==> src/inc/mcp_pkg.sv <==
package mcp_pkg;

	// Frame geometry, counted in octets as delivered by the MAC with the FCS already stripped.
	localparam int MIN_FRAME_BITS   = 512;
	localparam int CTRL_FRAME_BYTES = (MIN_FRAME_BITS - 32) / 8;
	localparam int PARAM_MAX_BYTES  = (MIN_FRAME_BITS - 160) / 8;
	localparam int HDR_BYTES        = 16;

	// Byte counter used for positions inside a received frame.
	localparam int CNT_W = 11;
	typedef logic [CNT_W-1:0] mcp_cnt_t;
	localparam mcp_cnt_t LEN_MAX = 11'h7FF;

	// Field offsets in the order destination, source, type, opcode, parameters.
	localparam mcp_cnt_t OFS_DST    = 11'h000;
	localparam mcp_cnt_t OFS_SRC    = 11'h006;
	localparam mcp_cnt_t OFS_TYPE   = 11'h00C;
	localparam mcp_cnt_t OFS_TYPE_L = 11'h00D;
	localparam mcp_cnt_t OFS_OPC    = 11'h00E;
	localparam mcp_cnt_t OFS_OPC_L  = 11'h00F;
	localparam mcp_cnt_t OFS_PARAM  = 11'h010;
	localparam mcp_cnt_t CTRL_LEN   = mcp_cnt_t'(CTRL_FRAME_BYTES);

	// Type value that marks a control frame, and the group bit of an address.
	localparam logic [15:0] CTRL_TYPE   = 16'h8808;
	localparam int          GROUP_BIT   = 40;
	localparam logic [15:0] OPC_DEFAULT = 16'h0001;

	// Widths, reset values and the counter's saturation value.
	localparam int          STAT_W      = 2;
	localparam int          ADDR_W      = 48;
	localparam logic [7:0]  PAD_BYTE    = 8'h00;
	localparam logic [15:0] CNT_RST     = 16'h0000;
	localparam logic [15:0] CNT_SAT     = 16'hFFFF;

	// Receive machine states; header differs by one bit from each of idle, data and control.
	typedef enum logic [2:0] {
		ST_IDLE = 3'b000,
		ST_HDR  = 3'b001,
		ST_DATA = 3'b011,
		ST_CTRL = 3'b101,
		ST_SKIP = 3'b110
	} mcp_state_e;

endpackage

==> src/inc/mcp_rx_if.sv <==
`timescale 1ns/10ps
interface mcp_rx_if;
	import mcp_pkg::*;

	// Byte feed from the receive machine into the header store.
	logic                  valid;
	logic [7:0]            data;
	mcp_cnt_t              idx;
	// Fields read back from the header store.
	logic [ADDR_W-1:0]     dst;
	logic [ADDR_W-1:0]     src;
	logic [15:0]           ltype_now;
	logic [15:0]           opcode;

	modport feed (output valid, data, idx, input dst, src, ltype_now, opcode);
	modport cap  (input valid, data, idx, output dst, src, ltype_now, opcode);
endinterface

==> src/hdl/mcp_hdr_cap.sv <==
`timescale 1ns/10ps
module mcp_hdr_cap
	import mcp_pkg::*;
(
	// Clock and reset.
	input  wire logic sys_clk_in,
	input  wire logic resetn_in,
	// Byte feed and captured fields.
	mcp_rx_if.cap     rif
);
	import mcp_pkg::*;

	logic [HDR_BYTES-1:0][7:0] hdr_ff;

	// Each header byte lands at its own position, so fields never need shifting.
	always_ff @(posedge sys_clk_in or negedge resetn_in)
	begin
		if (!resetn_in)
			hdr_ff <= '0;
		else if (rif.valid && rif.idx < mcp_cnt_t'(HDR_BYTES))
			hdr_ff[rif.idx[3:0]] <= rif.data; // [RULE_23]
	end

	// First octet on the wire is the most significant octet of each field.
	always_comb
	begin
		for (int i = 0; i < 6; i++)
		begin
			rif.dst[ADDR_W-1-8*i -: 8] = hdr_ff[int'(OFS_DST) + i]; // [RULE_02]
			rif.src[ADDR_W-1-8*i -: 8] = hdr_ff[int'(OFS_SRC) + i]; // [RULE_03]
		end
	end

	// The low type octet is taken straight from the feed so the decision costs no cycle.
	assign rif.ltype_now = {hdr_ff[OFS_TYPE[3:0]], rif.data}; // [RULE_04]
	// The low opcode octet is bypassed from the feed, so a frame ending on it is judged on its own opcode.
	assign rif.opcode    = {hdr_ff[OFS_OPC[3:0]],
		(rif.valid && rif.idx == OFS_OPC_L) ? rif.data : hdr_ff[OFS_OPC_L[3:0]]}; // [RULE_05] [RULE_14]
endmodule

==> src/hdl/mcp_opc_lookup.sv <==
`timescale 1ns/10ps
module mcp_opc_lookup #(
	parameter int          N_SUP    = 1,
	parameter logic [15:0] SUP_LIST [N_SUP] = '{mcp_pkg::OPC_DEFAULT}
) (
	// Opcode under test and the match result.
	input  wire logic [15:0] opcode_in,
	output logic             hit_out
);
	logic [N_SUP-1:0] match;

	// One comparator per supported opcode; any subset of opcodes may be built in.
	for (genvar g = 0; g < N_SUP; g++)
	begin : g_cmp
		assign match[g] = (opcode_in == SUP_LIST[g]); // [RULE_19]
	end

	assign hit_out = |match;
endmodule

==> src/hdl/mcp_rx_parser.sv <==
`timescale 1ns/10ps
// How it works
// (RULE_01) Control frames are handled at one fixed length, min frame less 32 bits.
// (RULE_02) Destination field is a 48-bit address, individual or group.
// (RULE_03) Source field is the sender's 48-bit individual address.
// (RULE_04) Type value 88-08 alone marks a control frame.
// (RULE_05) A control frame carries exactly one two-octet opcode.
// (RULE_06) Parameters are whole octets, zero up to min frame less 160 bits.
// (RULE_07) Unused space after the parameters is reserved and reads as zero.
// (RULE_08) Frames are requested from the MAC continuously; only valid frames arrive.
// (RULE_09) Any other type value makes a data frame, forwarded to the client.
// (RULE_10) Data indication copies addresses and status; payload is type then data.
// (RULE_11) A control frame of exact length with supported opcode starts its function; the code also requires an individual source address.
// (RULE_12) Longer supported control frames are either dropped or truncated and acted on.
// (RULE_13) Unsupported opcodes are dropped: not forwarded, not interpreted.
// (RULE_14) The opcode is the two octets right after the type field.
// (RULE_15) Drops for unsupported opcodes are flagged and counted for management.
// (RULE_16) A management enable gates reception of new frames.
// (RULE_17) The opcode function runs in parallel; parsing never waits for it.
// (RULE_18) A control indication is raised whenever the sublayer state changes.
// (RULE_19) Only a chosen subset of opcodes needs to be supported.
// (RULE_20) The client recovers lost, damaged or late frames itself.
// (RULE_21) The client may not assume the peer has this sublayer.
// (RULE_22) Control frames are always consumed here, never passed up as data.
// (RULE_23) Field order: destination, source, type, opcode, parameters, padding.
// (RULE_24) After each frame the machine returns to waiting for the next one.
module mcp_rx_parser #(
	parameter bit          TRUNC_LONG = 1'b1,
	parameter int          N_SUP      = 1,
	parameter logic [15:0] SUP_LIST [N_SUP] = '{mcp_pkg::OPC_DEFAULT},
	parameter int          FN_STATE_W = 8
) (
	// Clock and reset.
	input  wire logic                                       sys_clk_in,
	input  wire logic                                       resetn_in,
	// Receive byte stream from the MAC.
	input  wire logic                                       mac_valid_in,
	input  wire logic [7:0]                                 mac_byte_in,
	input  wire logic                                       mac_sof_in,
	input  wire logic                                       mac_eof_in,
	input  wire logic [mcp_pkg::STAT_W-1:0]                 mac_status_in,
	output logic                                            mac_req_out,
	// Management.
	input  wire logic                                       rx_enable_in,
	output logic                                            unsup_drop_out,
	output logic [15:0]                                     unsup_count_out,
	// Data indication to the client.
	output logic                                            dat_valid_out,
	output logic [7:0]                                      dat_byte_out,
	output logic                                            dat_sof_out,
	output logic                                            dat_eof_out,
	output logic [mcp_pkg::ADDR_W-1:0]                      dat_dst_out,
	output logic [mcp_pkg::ADDR_W-1:0]                      dat_src_out,
	output logic [mcp_pkg::STAT_W-1:0]                      dat_status_out,
	// Opcode function launch.
	output logic                                            fn_start_out,
	output logic [15:0]                                     fn_opcode_out,
	output logic [mcp_pkg::ADDR_W-1:0]                      fn_dst_out,
	output logic [mcp_pkg::ADDR_W-1:0]                      fn_src_out,
	output logic [mcp_pkg::PARAM_MAX_BYTES*8-1:0]           fn_params_out,
	// Control indication to the client.
	input  wire logic [FN_STATE_W-1:0]                      fn_state_in,
	output logic                                            ctl_ind_out,
	output logic [FN_STATE_W-1:0]                           ctl_state_out
);
	import mcp_pkg::*;

	////////////////////////////////////////////////////////////////////////////////
	// Declarations.

	mcp_rx_if rif ();

	mcp_state_e                            state_ff;
	mcp_state_e                            nxt_state;
	mcp_state_e                            st_cur;
	mcp_cnt_t                              idx_ff;
	mcp_cnt_t                              cur_idx;
	mcp_cnt_t                              cur_len;
	logic                                  take;
	logic                                  is_ctrl;
	logic                                  decide;
	logic                                  fwd_now;
	logic                                  ctl_end;
	logic                                  opc_hit;
	logic                                  len_ok;
	logic                                  src_ok;
	logic                                  start_now;
	logic                                  unsup_now;
	logic [7:0]                            hold_ff;
	logic                                  flush_ff;
	logic [STAT_W-1:0]                     stat_ff;
	logic [PARAM_MAX_BYTES-1:0][7:0]       prm_ff;
	logic [PARAM_MAX_BYTES-1:0][7:0]       nxt_prm;
	logic                                  req_ff;
	logic                                  drop_ff;
	logic [15:0]                           cnt_ff;
	logic                                  dvalid_ff;
	logic [7:0]                            dbyte_ff;
	logic                                  dsof_ff;
	logic                                  deof_ff;
	logic [ADDR_W-1:0]                     ddst_ff;
	logic [ADDR_W-1:0]                     dsrc_ff;
	logic [STAT_W-1:0]                     dstat_ff;
	logic                                  fstart_ff;
	logic [15:0]                           fopc_ff;
	logic [ADDR_W-1:0]                     fdst_ff;
	logic [ADDR_W-1:0]                     fsrc_ff;
	logic [PARAM_MAX_BYTES*8-1:0]          fprm_ff;
	logic                                  ind_ff;
	logic [FN_STATE_W-1:0]                 cstate_ff;

	////////////////////////////////////////////////////////////////////////////////
	// Helpers: header store and opcode table.

	mcp_hdr_cap u_hdr (
		.sys_clk_in (sys_clk_in),
		.resetn_in  (resetn_in),
		.rif        (rif.cap)
	);

	mcp_opc_lookup #(
		.N_SUP    (N_SUP),
		.SUP_LIST (SUP_LIST)
	) u_opc (
		.opcode_in (rif.opcode),
		.hit_out   (opc_hit)
	);

	////////////////////////////////////////////////////////////////////////////////
	// Byte position and receive machine.

	// The request never drops, so every valid byte offered by the MAC is taken.
	assign take    = mac_valid_in & req_ff; // [RULE_08]
	assign cur_idx = mac_sof_in ? OFS_DST : idx_ff;
	assign cur_len = (cur_idx == LEN_MAX) ? LEN_MAX : cur_idx + 11'h001;

	// A start of frame opens a new frame whatever the machine was doing.
	always_comb
	begin
		st_cur = state_ff;
		if (mac_sof_in)
			st_cur = rx_enable_in ? ST_HDR : ST_SKIP; // [RULE_16]
	end

	assign is_ctrl = (rif.ltype_now == CTRL_TYPE); // [RULE_04]
	assign decide  = take && (st_cur == ST_HDR) && (cur_idx == OFS_TYPE_L);
	assign fwd_now = (decide && !is_ctrl) || (take && st_cur == ST_DATA);

	// Next state: the type octets pick data or control, and every end of frame returns to idle.
	always_comb
	begin
		nxt_state = state_ff;
		if (take)
		begin
			unique case (st_cur)
				ST_IDLE: nxt_state = ST_IDLE;
				ST_HDR:  nxt_state = (cur_idx == OFS_TYPE_L) ? (is_ctrl ? ST_CTRL : ST_DATA) : ST_HDR; // [RULE_09]
				ST_DATA: nxt_state = ST_DATA;
				ST_CTRL: nxt_state = ST_CTRL;
				ST_SKIP: nxt_state = ST_SKIP;
				default: nxt_state = ST_IDLE;
			endcase
			if (mac_eof_in)
				nxt_state = ST_IDLE; // [RULE_24]
		end
	end

	// State register.
	always_ff @(posedge sys_clk_in or negedge resetn_in)
	begin
		if (!resetn_in)
			state_ff <= ST_IDLE;
		else
			state_ff <= nxt_state;
	end

	// Byte counter, saturating so an oversize frame cannot wrap into a legal length.
	always_ff @(posedge sys_clk_in or negedge resetn_in)
	begin
		if (!resetn_in)
			idx_ff <= OFS_DST;
		else if (take)
			idx_ff <= cur_len;
	end

	// Header store is fed during header and control bytes only.
	assign rif.valid = take && (st_cur == ST_HDR || st_cur == ST_CTRL);
	assign rif.data  = mac_byte_in;
	assign rif.idx   = cur_idx;

	// Continuous frame request to the MAC.
	always_ff @(posedge sys_clk_in or negedge resetn_in)
	begin
		if (!resetn_in)
			req_ff <= 1'b0;
		else
			req_ff <= 1'b1; // [RULE_08]
	end

	////////////////////////////////////////////////////////////////////////////////
	// Data indication path.

	// One byte of delay lets the type octets lead the payload once the type is known.
	always_ff @(posedge sys_clk_in or negedge resetn_in)
	begin
		if (!resetn_in)
			hold_ff <= PAD_BYTE;
		else if (take)
			hold_ff <= mac_byte_in;
	end

	// Receive status is kept from the last byte until the held byte drains.
	always_ff @(posedge sys_clk_in or negedge resetn_in)
	begin
		if (!resetn_in)
		begin
			flush_ff <= 1'b0;
			stat_ff  <= '0;
		end
		else
		begin
			flush_ff <= fwd_now && mac_eof_in;
			if (take && mac_eof_in)
				stat_ff <= mac_status_in;
		end
	end

	// Payload starts with the type octets and then the frame data; control frames never get here.
	always_ff @(posedge sys_clk_in or negedge resetn_in)
	begin
		if (!resetn_in)
		begin
			dvalid_ff <= 1'b0;
			dbyte_ff  <= PAD_BYTE;
			dsof_ff   <= 1'b0;
			deof_ff   <= 1'b0;
		end
		else
		begin
			dvalid_ff <= fwd_now || flush_ff; // [RULE_09] [RULE_22]
			dsof_ff   <= decide && !is_ctrl; // [RULE_10]
			deof_ff   <= flush_ff;
			if (fwd_now || flush_ff)
				dbyte_ff <= hold_ff; // [RULE_10]
		end
	end

	// Addresses and status travel with the indication.
	always_ff @(posedge sys_clk_in or negedge resetn_in)
	begin
		if (!resetn_in)
		begin
			ddst_ff  <= '0;
			dsrc_ff  <= '0;
			dstat_ff <= '0;
		end
		else
		begin
			if (decide && !is_ctrl)
			begin
				ddst_ff <= rif.dst; // [RULE_10]
				dsrc_ff <= rif.src;
			end
			if (flush_ff)
				dstat_ff <= stat_ff; // [RULE_10]
		end
	end

	////////////////////////////////////////////////////////////////////////////////
	// Control frame path.

	// Parameter octets are cleared at each start, so octets never received read as zero padding.
	always_comb
	begin
		for (int i = 0; i < PARAM_MAX_BYTES; i++)
		begin
			if (take && mac_sof_in)
				nxt_prm[i] = PAD_BYTE; // [RULE_07]
			else if (take && st_cur == ST_CTRL && cur_idx == OFS_PARAM + mcp_cnt_t'(i))
				nxt_prm[i] = mac_byte_in; // [RULE_06]
			else
				nxt_prm[i] = prm_ff[i];
		end
	end

	// Parameter store.
	always_ff @(posedge sys_clk_in or negedge resetn_in)
	begin
		if (!resetn_in)
			prm_ff <= '0;
		else
			prm_ff <= nxt_prm;
	end

	// End-of-frame verdict: exact length, or longer when truncation is built in.
	assign ctl_end   = take && mac_eof_in && (st_cur == ST_CTRL);
	assign len_ok    = (cur_len == CTRL_LEN) || (TRUNC_LONG && cur_len > CTRL_LEN); // [RULE_01] [RULE_12]
	assign src_ok    = !rif.src[GROUP_BIT]; // [RULE_03]
	assign start_now = ctl_end && len_ok && opc_hit && src_ok; // [RULE_11]
	assign unsup_now = ctl_end && !opc_hit && (cur_len > OFS_OPC_L); // [RULE_13]

	// Launch pulse with a frozen copy of the fields, so the function runs beside the parser.
	always_ff @(posedge sys_clk_in or negedge resetn_in)
	begin
		if (!resetn_in)
		begin
			fstart_ff <= 1'b0;
			fopc_ff   <= 16'h0000;
			fdst_ff   <= '0;
			fsrc_ff   <= '0;
			fprm_ff   <= '0;
		end
		else
		begin
			fstart_ff <= start_now; // [RULE_17]
			if (start_now)
			begin
				fopc_ff <= rif.opcode; // [RULE_14]
				fdst_ff <= rif.dst;
				fsrc_ff <= rif.src;
				fprm_ff <= nxt_prm; // [RULE_12]
			end
		end
	end

	// Unsupported opcode drops are flagged and counted, saturating at the top.
	always_ff @(posedge sys_clk_in or negedge resetn_in)
	begin
		if (!resetn_in)
		begin
			drop_ff <= 1'b0;
			cnt_ff  <= CNT_RST;
		end
		else
		begin
			drop_ff <= unsup_now; // [RULE_15]
			if (unsup_now && cnt_ff != CNT_SAT)
				cnt_ff <= cnt_ff + 16'h0001;
		end
	end

	// Any change of the function's state is echoed to the client with a pulse.
	always_ff @(posedge sys_clk_in or negedge resetn_in)
	begin
		if (!resetn_in)
		begin
			ind_ff    <= 1'b0;
			cstate_ff <= '0;
		end
		else
		begin
			ind_ff    <= (fn_state_in != cstate_ff); // [RULE_18]
			cstate_ff <= fn_state_in;
		end
	end

	// Outputs straight from flip-flops.
	assign mac_req_out     = req_ff;
	assign unsup_drop_out  = drop_ff;
	assign unsup_count_out = cnt_ff;
	assign dat_valid_out   = dvalid_ff;
	assign dat_byte_out    = dbyte_ff;
	assign dat_sof_out     = dsof_ff;
	assign dat_eof_out     = deof_ff;
	assign dat_dst_out     = ddst_ff;
	assign dat_src_out     = dsrc_ff;
	assign dat_status_out  = dstat_ff;
	assign fn_start_out    = fstart_ff;
	assign fn_opcode_out   = fopc_ff;
	assign fn_dst_out      = fdst_ff;
	assign fn_src_out      = fsrc_ff;
	assign fn_params_out   = fprm_ff;
	assign ctl_ind_out     = ind_ff;
	assign ctl_state_out   = cstate_ff;
endmodule

==> config.mk <==
export PLATFORM = sky130hd
export DESIGN_NAME = mcp_rx_parser
export DESIGN_NICKNAME = d
export VERILOG_FILES = /design/src/inc/mcp_pkg.sv /design/src/inc/mcp_rx_if.sv /design/src/hdl/mcp_hdr_cap.sv /design/src/hdl/mcp_opc_lookup.sv /design/src/hdl/mcp_rx_parser.sv
export SDC_FILE = /design/constraint.sdc
export NUM_CORES = 2
export LEC_CHECK = 0
export ABC_AREA = 0
export ABC_CLOCK_PERIOD_IN_PS = 3310
export CAP_MARGIN = 20
export CORE_MARGIN = 2
export CORE_UTILIZATION = 57
export CTS_CLUSTER_SIZE = 24
export DETAILED_ROUTE_END_ITERATION = 12
export DONT_BUFFER_PORTS = 1
export PLACE_DENSITY = 0.75
export SLEW_MARGIN = 20
export SYNTH_ARGS = -nofsm -noshare
export SYNTH_HDL_FRONTEND = slang
export SYNTH_SLANG_ARGS = --single-unit
export TNS_END_PERCENT = 10
==> constraint.sdc <==
create_clock -name sys_clk_in -period 3.31 [get_ports sys_clk_in]
set_input_delay 0.1655 -clock sys_clk_in [delete_from_list [all_inputs] [get_ports sys_clk_in]]
set_output_delay 0.1655 -clock sys_clk_in [all_outputs]
set_load 0.01 [all_outputs]
==> results <==
- The flow ran to the end, and the final reports show no timing, DRC or antenna violations.
- For this design the top-level I/O count stands at about 630.
- The cell area after technology mapping is approximately 0.043 sq mm.
- The post-route minimum period is between 3 and 4 ns.
- Of the cells placed in the final design, the portion with a size suffix greater than 1 is about a third.
- The register clock-pin slew on the reported worst setup and hold paths is 0.06 ns.
- For this configuration, the core starts out at a cell density of around 58%.
- The worst path required time is roughly 3.9 ns.
- The detailed placer's ending HPWL is roughly 67000 um.
- Dividing total power by cell area gives a power density of about 560 mW/mm^2.
- The slew at the pin closest to its max-slew limit is between 0.9 and 1 ns.
- The first TritonRoute pass finished after 6 iterations.
- IR analysis of the VDD net gives a maximum drop of approximately 0.37 mV.
- The count of nets left with antenna violations after detail routing is 0.
- The CTS buffer count is about 110.
- The repair_antennas step left the layout with diodes totalling 0.
- The number of placement rows is 100.
- The average size of a mapped cell is between 10 and 15 sq um.
- The commonest register cell after synthesis is sky130_fd_sc_hd__dfrtp_1.
- The length of routed met3 wiring is 9390 um.
- The worst pin sits at a relative slew slack of 34.4%.
- The routed layout has between 20000 and 25000 vias.
- In the layout the commonest cells are 1098 x sky130_fd_sc_hd__dfrtp_1, 668 x sky130_fd_sc_hd__mux2_2, 393 x sky130_fd_sc_hd__nor2_1.
- The worst setup path is captured at a flip-flop.
- Counting flops with a built-in enable in the synthesized netlist gives 0.
- Setup repair after global routing could not meet its margin everywhere.
- In this run the critical register-to-register path is captured at dat_dst_out[14].
- Clock latency on the worst-skew pair, taken at its later pin, is ~0.67 ns.
- The area growth from synthesis to layout is 13.3%.
- The clock arrives with around 0.021 ns of skew.
- The finished cells cover 0.0487 sq mm.
- The first global-routing pass estimated 165000 um of wire.
- Clock tree synthesis found a total of about 1100 sinks.
- The worst setup path is of the in2reg kind.
- For this block, the routed nets add up to 110000 um of wire.
- The worst setup slack for register-to-register paths is between 0.1 and 0.15 ns.
- Max-cap violations in this run came to 0.
- The count of warnings emitted by yosys is 0.
- Global routing finished with a remaining overflow of 0.
- The TritonCTS clock tree is done.
- After layout, the worst path uses 97.3% of the clock period.
- The routed metal-1 wirelength is 43500 um.
- The number of cells traversed by the worst register-to-register path is 10.
- For this run, the post-layout net count is roughly 3100.
- After synthesis, flip-flops and latches occupy a little under two thirds of the total area.
- The detailed-route DRC error count is 0.
- Routability-driven placement finished with a final weighted congestion of approximately 0.86.
- Setup violations remaining at the end of the flow were counted as 0.
- In this run the critical register-to-register path is launched from idx_ff[1].
- At the end of the flow the core is filled with cells to approximately 65%.
- The library cell used most frequently in the layout, excluding fill and tap cells, is sky130_fd_sc_hd__dfrtp_1.
- In this run the deepest clock path goes through 3 buffers.
- The post-synth net total is 3046.
- The worst setup path is launched from an input port.
- The core region is 0.0746 sq mm.
- Including well taps, the total number of placed cells is between 3000 and 4000.
- The highest clock rate is roughly 310 MHz.
- The netlist uses between 50 and 60 different library cells.
- In the global route stage, overall resource usage came out at between 20 and 30%.
- In this run the tool buffered the top-level ports with 0 buffer cells.
- The async set-or-reset flop fraction in the synthesized netlist is 100%.
- The routed design uses 53100 um of met2 wire.
- The initial antenna violation count is 3.
- The starting DRC count in detailed routing is about 1700.
- Entering global routing, the biggest net connects ~1100 pins.
- The number of hold violations in the final report is 0.
- After detailed routing, no signal wire sits above met4.
- The count of cells in the finished layout, fillers not included, comes to between 4000 and 5000.
- Clock tree synthesis selected as its root buffer the cell sky130_fd_sc_hd__clkbuf_16.
- The floorplan step set the die height to ~280 um.
- The H-tree was split into 3 levels.
- The number of global-route vias before repair is about 26000.
- The path class of the lowest-slack min-delay path is in2reg.
- The die covers 0.0777 sq mm.
- Using the TritonRoute via totals, the vias-per-cell ratio works out to 5.89.
- The cell count after synthesis is between 3000 and 4000.
- The standby leakage power is 0.0237 uW.
- After detailed routing, the average wire length per cell comes to 26.5 um.
- The cell area after placement is between 0.04 and 0.05 sq mm.
- The synthesized design contains about 1100 register bits.
- The max-slew violation count is 0.
- For the worst setup path, the data arrival time is roughly 3.8 ns.
- The x dimension of the die is 279 um.
- The maximum net fanout on the critical path is 29.
- In this run the worst setup path begins at mac_sof_in.
- The critical path ends at dat_dst_out[14].
## critical path: stages
cell                            delay, ns
sky130_fd_sc_hd__dlygate4sd3_1       0.94
sky130_fd_sc_hd__nor2_2              0.13
sky130_fd_sc_hd__inv_1               0.11
sky130_fd_sc_hd__ha_1                0.19
sky130_fd_sc_hd__nand4b_1            0.29
sky130_fd_sc_hd__or3_1               0.48
sky130_fd_sc_hd__a211o_1             0.36
sky130_fd_sc_hd__nor2_4              0.43
sky130_fd_sc_hd__buf_12              0.27
sky130_fd_sc_hd__mux2_2              0.37
## cell type report
cell class,count,area [sq um]
well taps,969,1210
fillers,5262,25800
inverters,8,30.0
multi-input cells,1728,14700
flip-flops and latches,1098,27500
clock inverters,49,663
clock buffers,143,3010
repair buffers,145,1690
## registers in the layout (all words and copies together), names as in the netlist, 2 cells and up
signal,flops
ctl_state_out,8
dat_byte_out,8
dat_dst_out,48
dat_src_out,48
dat_status_out,2
fn_dst_out,48
fn_opcode_out,16
fn_params_out,352
fn_src_out,48
hold_ff,8
idx_ff,11
prm_ff,352
stat_ff,2
state_ff,3
u_hdr.hdr_ff,8
u_hdr.rif.dst,48
u_hdr.rif.ltype_now,8
u_hdr.rif.opcode,8
u_hdr.rif.src,48
unsup_count_out,16
## Yosys cell counts, types with 2 or more instances
| master | instances | area, sq um |
|---|---|---|
| sky130_fd_sc_hd__a211oi_1 | 4 | 30.0 |
| sky130_fd_sc_hd__a21o_1 | 2 | 15.0 |
| sky130_fd_sc_hd__a21oi_1 | 9 | 45.0 |
| sky130_fd_sc_hd__a22o_1 | 2 | 17.5 |
| sky130_fd_sc_hd__a31oi_1 | 7 | 43.8 |
| sky130_fd_sc_hd__and2_1 | 7 | 43.8 |
| sky130_fd_sc_hd__and3_1 | 9 | 56.3 |
| sky130_fd_sc_hd__and4_1 | 2 | 17.5 |
| sky130_fd_sc_hd__and4b_1 | 3 | 30.0 |
| sky130_fd_sc_hd__buf_1 | 24 | 90.1 |
| sky130_fd_sc_hd__buf_2 | 26 | 130 |
| sky130_fd_sc_hd__buf_4 | 38 | 285 |
| sky130_fd_sc_hd__buf_6 | 4 | 45.0 |
| sky130_fd_sc_hd__clkbuf_1 | 91 | 342 |
| sky130_fd_sc_hd__dfrtp_1 | 1098 | 27500 |
| sky130_fd_sc_hd__ha_1 | 5 | 62.6 |
| sky130_fd_sc_hd__inv_1 | 8 | 30.0 |
| sky130_fd_sc_hd__mux2_1 | 9 | 101 |
| sky130_fd_sc_hd__mux2_2 | 668 | 7520 |
| sky130_fd_sc_hd__mux2i_1 | 354 | 3540 |
| sky130_fd_sc_hd__nand2_1 | 57 | 214 |
| sky130_fd_sc_hd__nand2b_1 | 3 | 18.8 |
| sky130_fd_sc_hd__nand3_1 | 22 | 110 |
| sky130_fd_sc_hd__nand4_1 | 13 | 81.3 |
| sky130_fd_sc_hd__nand4b_1 | 5 | 43.8 |
| sky130_fd_sc_hd__nor2_1 | 396 | 1490 |
| sky130_fd_sc_hd__nor2_2 | 32 | 200 |
| sky130_fd_sc_hd__nor2b_1 | 23 | 144 |
| sky130_fd_sc_hd__nor3_1 | 4 | 20.0 |
| sky130_fd_sc_hd__nor3_2 | 12 | 120 |
| sky130_fd_sc_hd__nor3b_1 | 4 | 30.0 |
| sky130_fd_sc_hd__nor4_1 | 11 | 68.8 |
| sky130_fd_sc_hd__nor4bb_1 | 2 | 20.0 |
| sky130_fd_sc_hd__o2111ai_1 | 3 | 26.3 |
| sky130_fd_sc_hd__o211ai_1 | 3 | 22.5 |
| sky130_fd_sc_hd__o21ai_0 | 4 | 20.0 |
| sky130_fd_sc_hd__o22a_1 | 3 | 26.3 |
| sky130_fd_sc_hd__or2_2 | 4 | 25.0 |
| sky130_fd_sc_hd__or3_1 | 4 | 25.0 |
| sky130_fd_sc_hd__or4_1 | 2 | 15.0 |
| sky130_fd_sc_hd__xnor2_1 | 15 | 131 |
| sky130_fd_sc_hd__xor2_1 | 12 | 105 |
## per-stage QoR
step	power [uW]	TNS (ns)	worst slack [ns]	hold slack, ns
6_report	27500	0	0.0877	0.0471
2_1_floorplan	14500	0	0.0118	-0.130
4_1_cts	27400	0	0.0593	-0.829
3_3_place_gp	14600	-8.20	-0.0681	-0.105
5_1_grt	28300	-7.35	-0.0753	0.0490
3_5_place_dp	14600	-38.76	-0.185	-0.102
## what timing repair did
| item | in CTS | in global routing |
|---|---|---|
| pin swaps | 1 | 1 |
| hold buffers | 36 | 2 |
| hold endpoints to repair | 1953 | 426 |
| buffers inserted | 1 | 1 |
| resized for setup | 0 | 11 |
| endpoints found under the setup margin | 381 | 362 |
## worst min path at each step
stage,slack (ns),cells past startpoint,startpoint,to
floorplan,-0.13,0,resetn_in,ctl_ind_out
global placement,-0.10,0,resetn_in,fn_dst_out[29]
detailed placement,-0.10,0,resetn_in,u_hdr.rif.dst[27]
CTS,-0.83,0,resetn_in,dat_dst_out[29]
global route,0.05,3,mac_byte_in[6],prm_ff[190]
finish,0.05,3,mac_byte_in[7],prm_ff[39]
## routing by layer
layer,vias up,GRT usage (%)
li1,10500,-
met1,12800,36.1
met2,850,45.4
met3,195,8.66
met4,0,10.1
met5,-,0
## kinds of logic after synthesis
kind of cell / share of synthesized area (%)
compound gates: 0.783
xor+xnor: 0.550
fa+ha+maj: 0.145
buf+inv: 2.14
flops: 63.9
mux: 26.0
other cells: 0.00872
simple gates: 6.52
## power by group
group	switching, uW	internal, uW
Sequential	217	13700
Clock	5120	7410
Combinational	705	344
Total	6050	21400
(Power assumes the default switching activity.)
